===== config.mk =====
export PLATFORM = sky130hd
export DESIGN_NAME = adcrf_top
export DESIGN_NICKNAME = d
export VERILOG_FILES = /design/src/hdl/adcrf_pkg.sv /design/src/hdl/adcrf_top.sv
export VERILOG_INCLUDE_DIRS = /design/src /design/src/hdl
export SDC_FILE = /design/constraint.sdc
export NUM_CORES = 1
export LEC_CHECK = 0
export ABC_AREA = 1
export ABC_CLOCK_PERIOD_IN_PS = 1800
export BUFFER_PORTS_ARGS = -buffer_cell sky130_fd_sc_hd__buf_2
export CAP_MARGIN = 0
export CELL_PAD_IN_SITES_DETAIL_PLACEMENT = 1
export CELL_PAD_IN_SITES_GLOBAL_PLACEMENT = 1
export CORE_MARGIN = 4
export CORE_UTILIZATION = 35
export CTS_CLUSTER_SIZE = 24
export DETAILED_ROUTE_END_ITERATION = 8
export PLACE_DENSITY = 0.82
export SETUP_SLACK_MARGIN = 0.3
export SLEW_MARGIN = 30
export SYNTH_ARGS = -nofsm -noshare
export SYNTH_HDL_FRONTEND = slang
export SYNTH_SLANG_ARGS = --single-unit

===== constraint.sdc =====
create_clock -name pclk -period 1.8 [get_ports pclk]
set_input_delay 0.36 -clock pclk [delete_from_list [all_inputs] [get_ports pclk]]
set_output_delay 0.36 -clock pclk [all_outputs]
set_load 0.01 [all_outputs]

===== src/hdl/adcrf_cfg.svh =====
// Constants for the converter result-format control block
// Assumes inclusion by the top module only
`ifndef ADCRF_CFG_SVH
`define ADCRF_CFG_SVH
`define ADCRF_OFF_CTRL0 12'h000
`define ADCRF_OFF_CTRL1 12'h004
`define ADCRF_OFF_RESH 12'h008
`define ADCRF_OFF_RESL 12'h00c
`define ADCRF_OFF_STAT 12'h010
`define ADCRF_OFF_TRIG 12'h014
`define ADCRF_C0_ON 0
`define ADCRF_C0_GO 1
`define ADCRF_C0_CHS_LO 2
`define ADCRF_C0_CHS_HI 6
`define ADCRF_C1_PREF_LO 0
`define ADCRF_C1_PREF_HI 1
`define ADCRF_C1_CS_LO 4
`define ADCRF_C1_CS_HI 6
`define ADCRF_C1_FM 7
`define ADCRF_CTRL_RESET 8'h00
`define ADCRF_CTRL0_MASK 8'h7f
`define ADCRF_CTRL1_MASK 8'hf3
`define ADCRF_CONV_CYCLES 4'hb
`endif


===== src/hdl/adcrf_pkg.sv =====
// Types for the converter result-format control block
// Assumes adcrf_cfg.svh is on the include path
package adcrf_pkg;
    typedef struct packed {
        logic [9:0] value;
        logic valid;
    } adcrf_sample_t;
    typedef struct packed {
        logic [4:0] channel;
        logic [1:0] pref;
        logic [2:0] clk_sel;
        logic on;
        logic hold_discharge;
    } adcrf_analog_ctl_t;
    typedef enum logic [1:0] {
        ADCRF_IDLE = 2'b00,
        ADCRF_CONV = 2'b01,
        ADCRF_LOAD = 2'b11
    } adcrf_state_t;
endpackage


===== src/hdl/adcrf_top.sv =====
// Result formatting and control registers of a 10-bit converter, APB slave
// Assumes one clock pclk; analog front end supplies a sample on done strobe
//
// Contract
// [RULE_01] Left-justified: result bits 1-0 go to low register bits 7-6, bits 5-0 carry none.
// [RULE_02] Right-justified: result bits 9-8 go to high register bits 1-0, bits 7-2 carry none.
// [RULE_03] Right-justified: result bits 7-0 go to low register bits 7-0.
// [RULE_04] Software waits a full acquisition time after a channel change before starting.
// [RULE_05] The hold capacitor is never discharged at the end of a conversion.
// [RULE_06] Unused six bit positions of the loaded result are written as zero.
// [RULE_07] Left-justified: result bits 9-2 go to the high register.
// [RULE_08] Setting start begins a conversion; hardware clears it on completion.
// [RULE_09] With the trigger selected, a first timer overflow sets the start flag. The code sets it only while the on bit is set.
// [RULE_10] Result registers are read/write and untouched by reset.
`include "adcrf_cfg.svh"
module adcrf_top (
    input wire logic pclk,
    input wire logic presetn,
    input wire logic psel,
    input wire logic penable,
    input wire logic pwrite,
    input wire logic [11:0] paddr,
    input wire logic [31:0] pwdata,
    output logic [31:0] prdata,
    output logic pready,
    output logic pslverr,
    input wire logic first_timer_overflow,
    input wire adcrf_pkg::adcrf_sample_t conv_sample,
    output adcrf_pkg::adcrf_analog_ctl_t analog_ctl,
    output logic conv_start,
    output logic conversion_done_flag
);
    import adcrf_pkg::*;

    logic [7:0] ctrl0_r, ctrl0_nxt;
    logic [7:0] ctrl1_r, ctrl1_nxt;
    logic trig_en_r, trig_en_nxt;
    logic done_r, done_nxt;
    logic [7:0] resh_r, resh_nxt;
    logic [7:0] resl_r, resl_nxt;
    logic [9:0] sample_r, sample_nxt;
    logic [3:0] cnt_r, cnt_nxt;
    adcrf_state_t state_r, state_nxt;
    logic tmr_s1_r, tmr_s2_r, tmr_s3_r;
    logic wr, rd, hit;
    logic tmr_edge;

    function automatic logic [15:0] adcrf_format(input logic [9:0] v, input logic right);
        if (right)
        begin
            adcrf_format = {6'h00, v[9:8], v[7:0]}; // [RULE_02] [RULE_03] [RULE_06]
        end
        else
        begin
            adcrf_format = {v[9:2], v[1:0], 6'h00}; // [RULE_07] [RULE_01] [RULE_06]
        end
    endfunction

    assign wr = psel && penable && pwrite;
    assign rd = psel && !pwrite;
    assign hit = (paddr == `ADCRF_OFF_CTRL0) || (paddr == `ADCRF_OFF_CTRL1) ||
        (paddr == `ADCRF_OFF_RESH) || (paddr == `ADCRF_OFF_RESL) ||
        (paddr == `ADCRF_OFF_STAT) || (paddr == `ADCRF_OFF_TRIG);
    assign pready = 1'b1;
    assign pslverr = psel && penable && !hit;
    assign tmr_edge = tmr_s2_r && !tmr_s3_r;

    // Timer overflow synchroniser
    always_ff @(posedge pclk or negedge presetn)
    begin
        if (!presetn)
        begin
            tmr_s1_r <= 1'b0;
            tmr_s2_r <= 1'b0;
            tmr_s3_r <= 1'b0;
        end
        else
        begin
            tmr_s1_r <= first_timer_overflow;
            tmr_s2_r <= tmr_s1_r;
            tmr_s3_r <= tmr_s2_r;
        end
    end

    // Control, state machine and result loading
    always_comb
    begin
        logic [15:0] fmt;
        fmt = adcrf_format(sample_r, ctrl1_r[`ADCRF_C1_FM]);
        ctrl0_nxt = ctrl0_r;
        ctrl1_nxt = ctrl1_r;
        trig_en_nxt = trig_en_r;
        done_nxt = done_r;
        resh_nxt = resh_r;
        resl_nxt = resl_r;
        sample_nxt = sample_r;
        cnt_nxt = cnt_r;
        state_nxt = state_r;
        if (wr && paddr == `ADCRF_OFF_CTRL0)
        begin
            ctrl0_nxt = pwdata[7:0] & `ADCRF_CTRL0_MASK;
        end
        else if (wr && paddr == `ADCRF_OFF_CTRL1)
        begin
            ctrl1_nxt = pwdata[7:0] & `ADCRF_CTRL1_MASK;
        end
        else if (wr && paddr == `ADCRF_OFF_TRIG)
        begin
            trig_en_nxt = pwdata[0];
        end
        else if (wr && paddr == `ADCRF_OFF_STAT)
        begin
            done_nxt = 1'b0;
        end
        if (wr && paddr == `ADCRF_OFF_RESH)
        begin
            resh_nxt = pwdata[7:0]; // [RULE_10]
        end
        if (wr && paddr == `ADCRF_OFF_RESL)
        begin
            resl_nxt = pwdata[7:0]; // [RULE_10]
        end
        if (trig_en_r && tmr_edge && ctrl0_nxt[`ADCRF_C0_ON])
        begin
            ctrl0_nxt[`ADCRF_C0_GO] = 1'b1; // [RULE_09]
        end
        case (state_r)
            ADCRF_IDLE:
            begin
                if (ctrl0_r[`ADCRF_C0_GO] && ctrl0_r[`ADCRF_C0_ON])
                begin
                    state_nxt = ADCRF_CONV; // [RULE_08]
                    cnt_nxt = `ADCRF_CONV_CYCLES;
                end
                else if (ctrl0_r[`ADCRF_C0_GO])
                begin
                    ctrl0_nxt[`ADCRF_C0_GO] = 1'b0; // [RULE_08]
                end
            end
            ADCRF_CONV:
            begin
                if (!ctrl0_r[`ADCRF_C0_ON] || !ctrl0_nxt[`ADCRF_C0_GO])
                begin
                    state_nxt = ADCRF_LOAD;
                end
                else if (conv_sample.valid)
                begin
                    sample_nxt = conv_sample.value;
                    state_nxt = ADCRF_LOAD;
                end
                else if (cnt_r != 4'h0)
                begin
                    cnt_nxt = cnt_r - 4'h1;
                end
            end
            ADCRF_LOAD:
            begin
                resh_nxt = fmt[15:8];
                resl_nxt = fmt[7:0];
                ctrl0_nxt[`ADCRF_C0_GO] = 1'b0; // [RULE_08]
                done_nxt = 1'b1;
                state_nxt = ADCRF_IDLE;
            end
            default:
            begin
                state_nxt = ADCRF_IDLE;
            end
        endcase
    end

    always_ff @(posedge pclk or negedge presetn)
    begin
        if (!presetn)
        begin
            ctrl0_r <= `ADCRF_CTRL_RESET;
            ctrl1_r <= `ADCRF_CTRL_RESET;
            trig_en_r <= 1'b0;
            done_r <= 1'b0;
            cnt_r <= 4'h0;
            state_r <= ADCRF_IDLE;
        end
        else
        begin
            ctrl0_r <= ctrl0_nxt;
            ctrl1_r <= ctrl1_nxt;
            trig_en_r <= trig_en_nxt;
            done_r <= done_nxt;
            cnt_r <= cnt_nxt;
            state_r <= state_nxt;
        end
    end

    // Result storage, not reset
    always_ff @(posedge pclk)
    begin
        resh_r <= resh_nxt; // [RULE_10]
        resl_r <= resl_nxt;
        sample_r <= sample_nxt;
    end

    // Read data
    always_comb
    begin
        prdata = 32'h0000_0000;
        if (rd && paddr == `ADCRF_OFF_CTRL0)
        begin
            prdata[7:0] = ctrl0_r;
        end
        else if (rd && paddr == `ADCRF_OFF_CTRL1)
        begin
            prdata[7:0] = ctrl1_r;
        end
        else if (rd && paddr == `ADCRF_OFF_RESH)
        begin
            prdata[7:0] = resh_r;
        end
        else if (rd && paddr == `ADCRF_OFF_RESL)
        begin
            prdata[7:0] = resl_r;
        end
        else if (rd && paddr == `ADCRF_OFF_STAT)
        begin
            prdata[1:0] = {done_r, state_r != ADCRF_IDLE};
        end
        else if (rd && paddr == `ADCRF_OFF_TRIG)
        begin
            prdata[0] = trig_en_r;
        end
    end

    always_comb
    begin
        analog_ctl.channel = ctrl0_r[`ADCRF_C0_CHS_HI:`ADCRF_C0_CHS_LO];
        analog_ctl.pref = ctrl1_r[`ADCRF_C1_PREF_HI:`ADCRF_C1_PREF_LO];
        analog_ctl.clk_sel = ctrl1_r[`ADCRF_C1_CS_HI:`ADCRF_C1_CS_LO];
        analog_ctl.on = ctrl0_r[`ADCRF_C0_ON];
        analog_ctl.hold_discharge = 1'b0; // [RULE_05]
    end
    assign conv_start = (state_r == ADCRF_CONV);
    assign conversion_done_flag = done_r;
endmodule


==> run metrics <==
Tot GR Track Use=0.174; placed insts=458; Final WS setup=-256 ps; Synth Warn #=0; clk slew on worst S/H paths=90 ps; Die Footprint=8970 um2; final net count=444; count of input and output buffers=58; crit path time final=2060 ps; vias=2,313; Std-Cell Rows=31; Required @ worst endpoint=1440 ps; Setup TNS=-1750 ps; IO Count=109; Synth async-reset ratio=0.435; crit-path max FO=7; Final Hold Vio Count=0; Main synth FF type=edfxtp_1; Post-synth EDFFs=26; Max-Cap Viols=0; initial antenna violation count=0; status=complete, but fails checks; area share of the largest cell type after synthesis=0.297; Worst-Margin Slew=504 ps; Worst EP arrival=1700 ps; period utilization=1.14; Final HPWL DP=6080 um; Post-DP Area=3120 um2; CP top delay family=simple AND/OR/NAND/NOR gates; count leader, synth=nand2_1; leakage power=1.72 nW; Tightest Hold Check Type=in -> async; n_diodes=0; vias per cell=4.82; final-report max-slew violation count=0; layout cells sized above 1=0.462; Yosys reg bits=46; Iteration-0 DRC Markers=145; Core ar.=7290 um2; max incr delay on CP=210 ps; TritonCTS clock tree=yes; CP Buf/Inv Count=5; RSZ-0062 raised after global routing=yes; syn_area_per_cell=9.02 um2; Fill cells=867; tightest hold margin=2.78 ps; Mapped Area=2630 um2; CTS buffer count=5; grt ovf=0; final WL=8370 um; count of cell types in the netlist=36; # H-tree levels=2; slowest stage cell, crit path=nor3_4; Final GP Congestion=0.822; Starting Density=0.361; Final Cell Area=3560 um2; chip width=94.7 um; CP Launch Type=input port; Max clock buf depth=2; sequential fraction of the synthesis area=0.487; clock sink count=46; fmax=0.486 GHz; critical path cell sequence=buf_6 > nor2_4 > inv_2 > nor3_4 > buf_4 > nand4_1 > inv_2 > nand2_1 > nand3_1 > nand2_1 > nand2_2 > buf_6; endpoints failing setup=9; Synth area leader=edfxtp_1; largest net degree at the start of global routing=21; Synth Instances=292; setup slack at placement=-273 ps; failing checks=negative setup slack; Clk Latency, worst-skew pair=310 ps; first-pass GRT wire length=11,900 um; Area Overhead vs Synth=35.1%; Final Instance Count excl. Fillers=480; Root Buffer=clkbuf_8; vias in the first global route=2,411; Initial DRT Pass Iterations=4; power per cell area=843 nW/um2; Antenna Violating Nets Remaining=0; Slew headroom=0.664; Max VDD drop=0.000445 V; Residual DRC=0; most frequent cells after synthesis=58 x nand2_1, 40 x inv_1, 37 x buf_4; leading post-synthesis cells by cell area=edfxtp_1 30%, dfrtp_1 19%, buf_4 11%; CTS Hold Buffers Added=0; Vert. Die Dim=94.7 um; Layout Skew=8.77 ps; Worst setup EP type=output port; Avg WL per Cell=17.4 um; crit path kind=in -> out
stage by stage:
stage / power [mW] / util
6_report: 3.00 / 0.488
5_1_grt: 3.15 / 0.488
4_1_cts: 2.87 / 0.470
3_5_place_dp: 2.04 / 0.428
3_3_place_gp: 1.97 / 0.428
2_1_floorplan: 1.80 / -
layout make-up:
class	count	area, um2	share of cell area
multi-input cells	185	1190	0.335
clock buffers	5	68.8	0.0194
flip-flops and latches	46	1280	0.360
repair buffers	97	671	0.189
well taps	99	124	0.0348
inverters	45	175	0.0493
clock inverters	3	45.0	0.0127
path summary, 6_finish.rpt:
| kind | start | end | slack [ps] | depth (start not counted) |
|---|---|---|---|---|
| min reg2reg | tmr_s1_r$_DFF_PN0_ | tmr_s2_r$_DFF_PN0_ | 360 | 0 |
| min | presetn | ctrl1_r[6]$_DFFE_PN0P_ | 3 | 1 |
| max | paddr[1] | prdata[1] | -260 | 12 |
| max in group asynchronous | presetn | state_r[1]$_DFFE_PN0P_ | 1450 | 1 |
| max reg2reg | state_r[0]$_DFFE_PN0P_ | resh_r[1]$_DFFE_PP_ | 180 | 6 |
| min in group pclk | first_timer_overflow | tmr_s1_r$_DFF_PN0_ | 150 | 1 |
layer usage:
metal / track usage / wire, um
met2: 0.319 / 4440
met1: 0.206 / 3170
met4: 0.0457 / 290
met3: 0.0335 / 474
met5: 0 / 0
sequential cells by signal, indices dropped and copies added (netlist names):
register,flops
conversion_done_flag,1
ctrl0_r,7
ctrl1_r,6
resh_r,8
resl_r,8
sample_r,10
state_r,2
tmr_s1_r,1
tmr_s2_r,1
tmr_s3_r,1
trig_en_r,1
repair_timing:
action / in CTS / in global routing
gates resized for setup: 31 / 24
pin swaps: 6 / 8
endpoints found under the setup margin: 39 / 56
setup buffers: 10 / 3
cloned: 0 / 1
where the power goes:
| group | leakage, nW | internal [mW] | switching (mW) |
|---|---|---|---|
| Clock | 0.0504 | 0.413 | 0.375 |
| Sequential | 0.497 | 1.29 | 0.0610 |
| Combinational | 1.17 | 0.356 | 0.506 |
| Total | 1.72 | 2.06 | 0.942 |
logic make-up (layout without fill, tap and decap cells):
family                     count (synthesis)  count (layout)  share of synthesized area
muxes                                      1               1                    0.00428
DFF                                       46              46                      0.487
and+or+nand+nor                          111             112                      0.219
adders and majority gates                  3               3                     0.0143
other                                      2              26                    0.00285
AOI/OAI and AO/OA                         43              43                     0.0965
buffers and inverters                     86             150                      0.176
layout by cell type (no fill, tap or decap), types with 2 or more instances in the layout:
cell / Yosys / layout
a21oi_1: 6 / 3
o22ai_1: 8 / 5
o22ai_2: 0 / 3
nand2_2: 7 / 13
buf_6: 0 / 10
o21ai_0: 19 / 15
conb_1: 2 / 26
inv_1: 40 / 35
nor2_1: 6 / 2
nand3_1: 10 / 7
buf_12: 0 / 2
buf_2: 1 / 51
nor3_4: 2 / 2
clkbuf_8: 0 / 5
a21oi_2: 0 / 3
o221ai_2: 0 / 3
inv_2: 4 / 8
o21ai_2: 0 / 2
nor2_2: 4 / 5
nand4_1: 8 / 8
nand3_2: 4 / 6
buf_4: 37 / 33
ha_2: 0 / 3
dfrtp_1: 20 / 20
edfxtp_1: 26 / 26
nand2_4: 1 / 5
nor2_4: 3 / 6
nand2_1: 58 / 47
o21ai_1: 1 / 3
or2_4: 0 / 2
clkinvlp_4: 0 / 2
(Power assumes the default switching activity.)
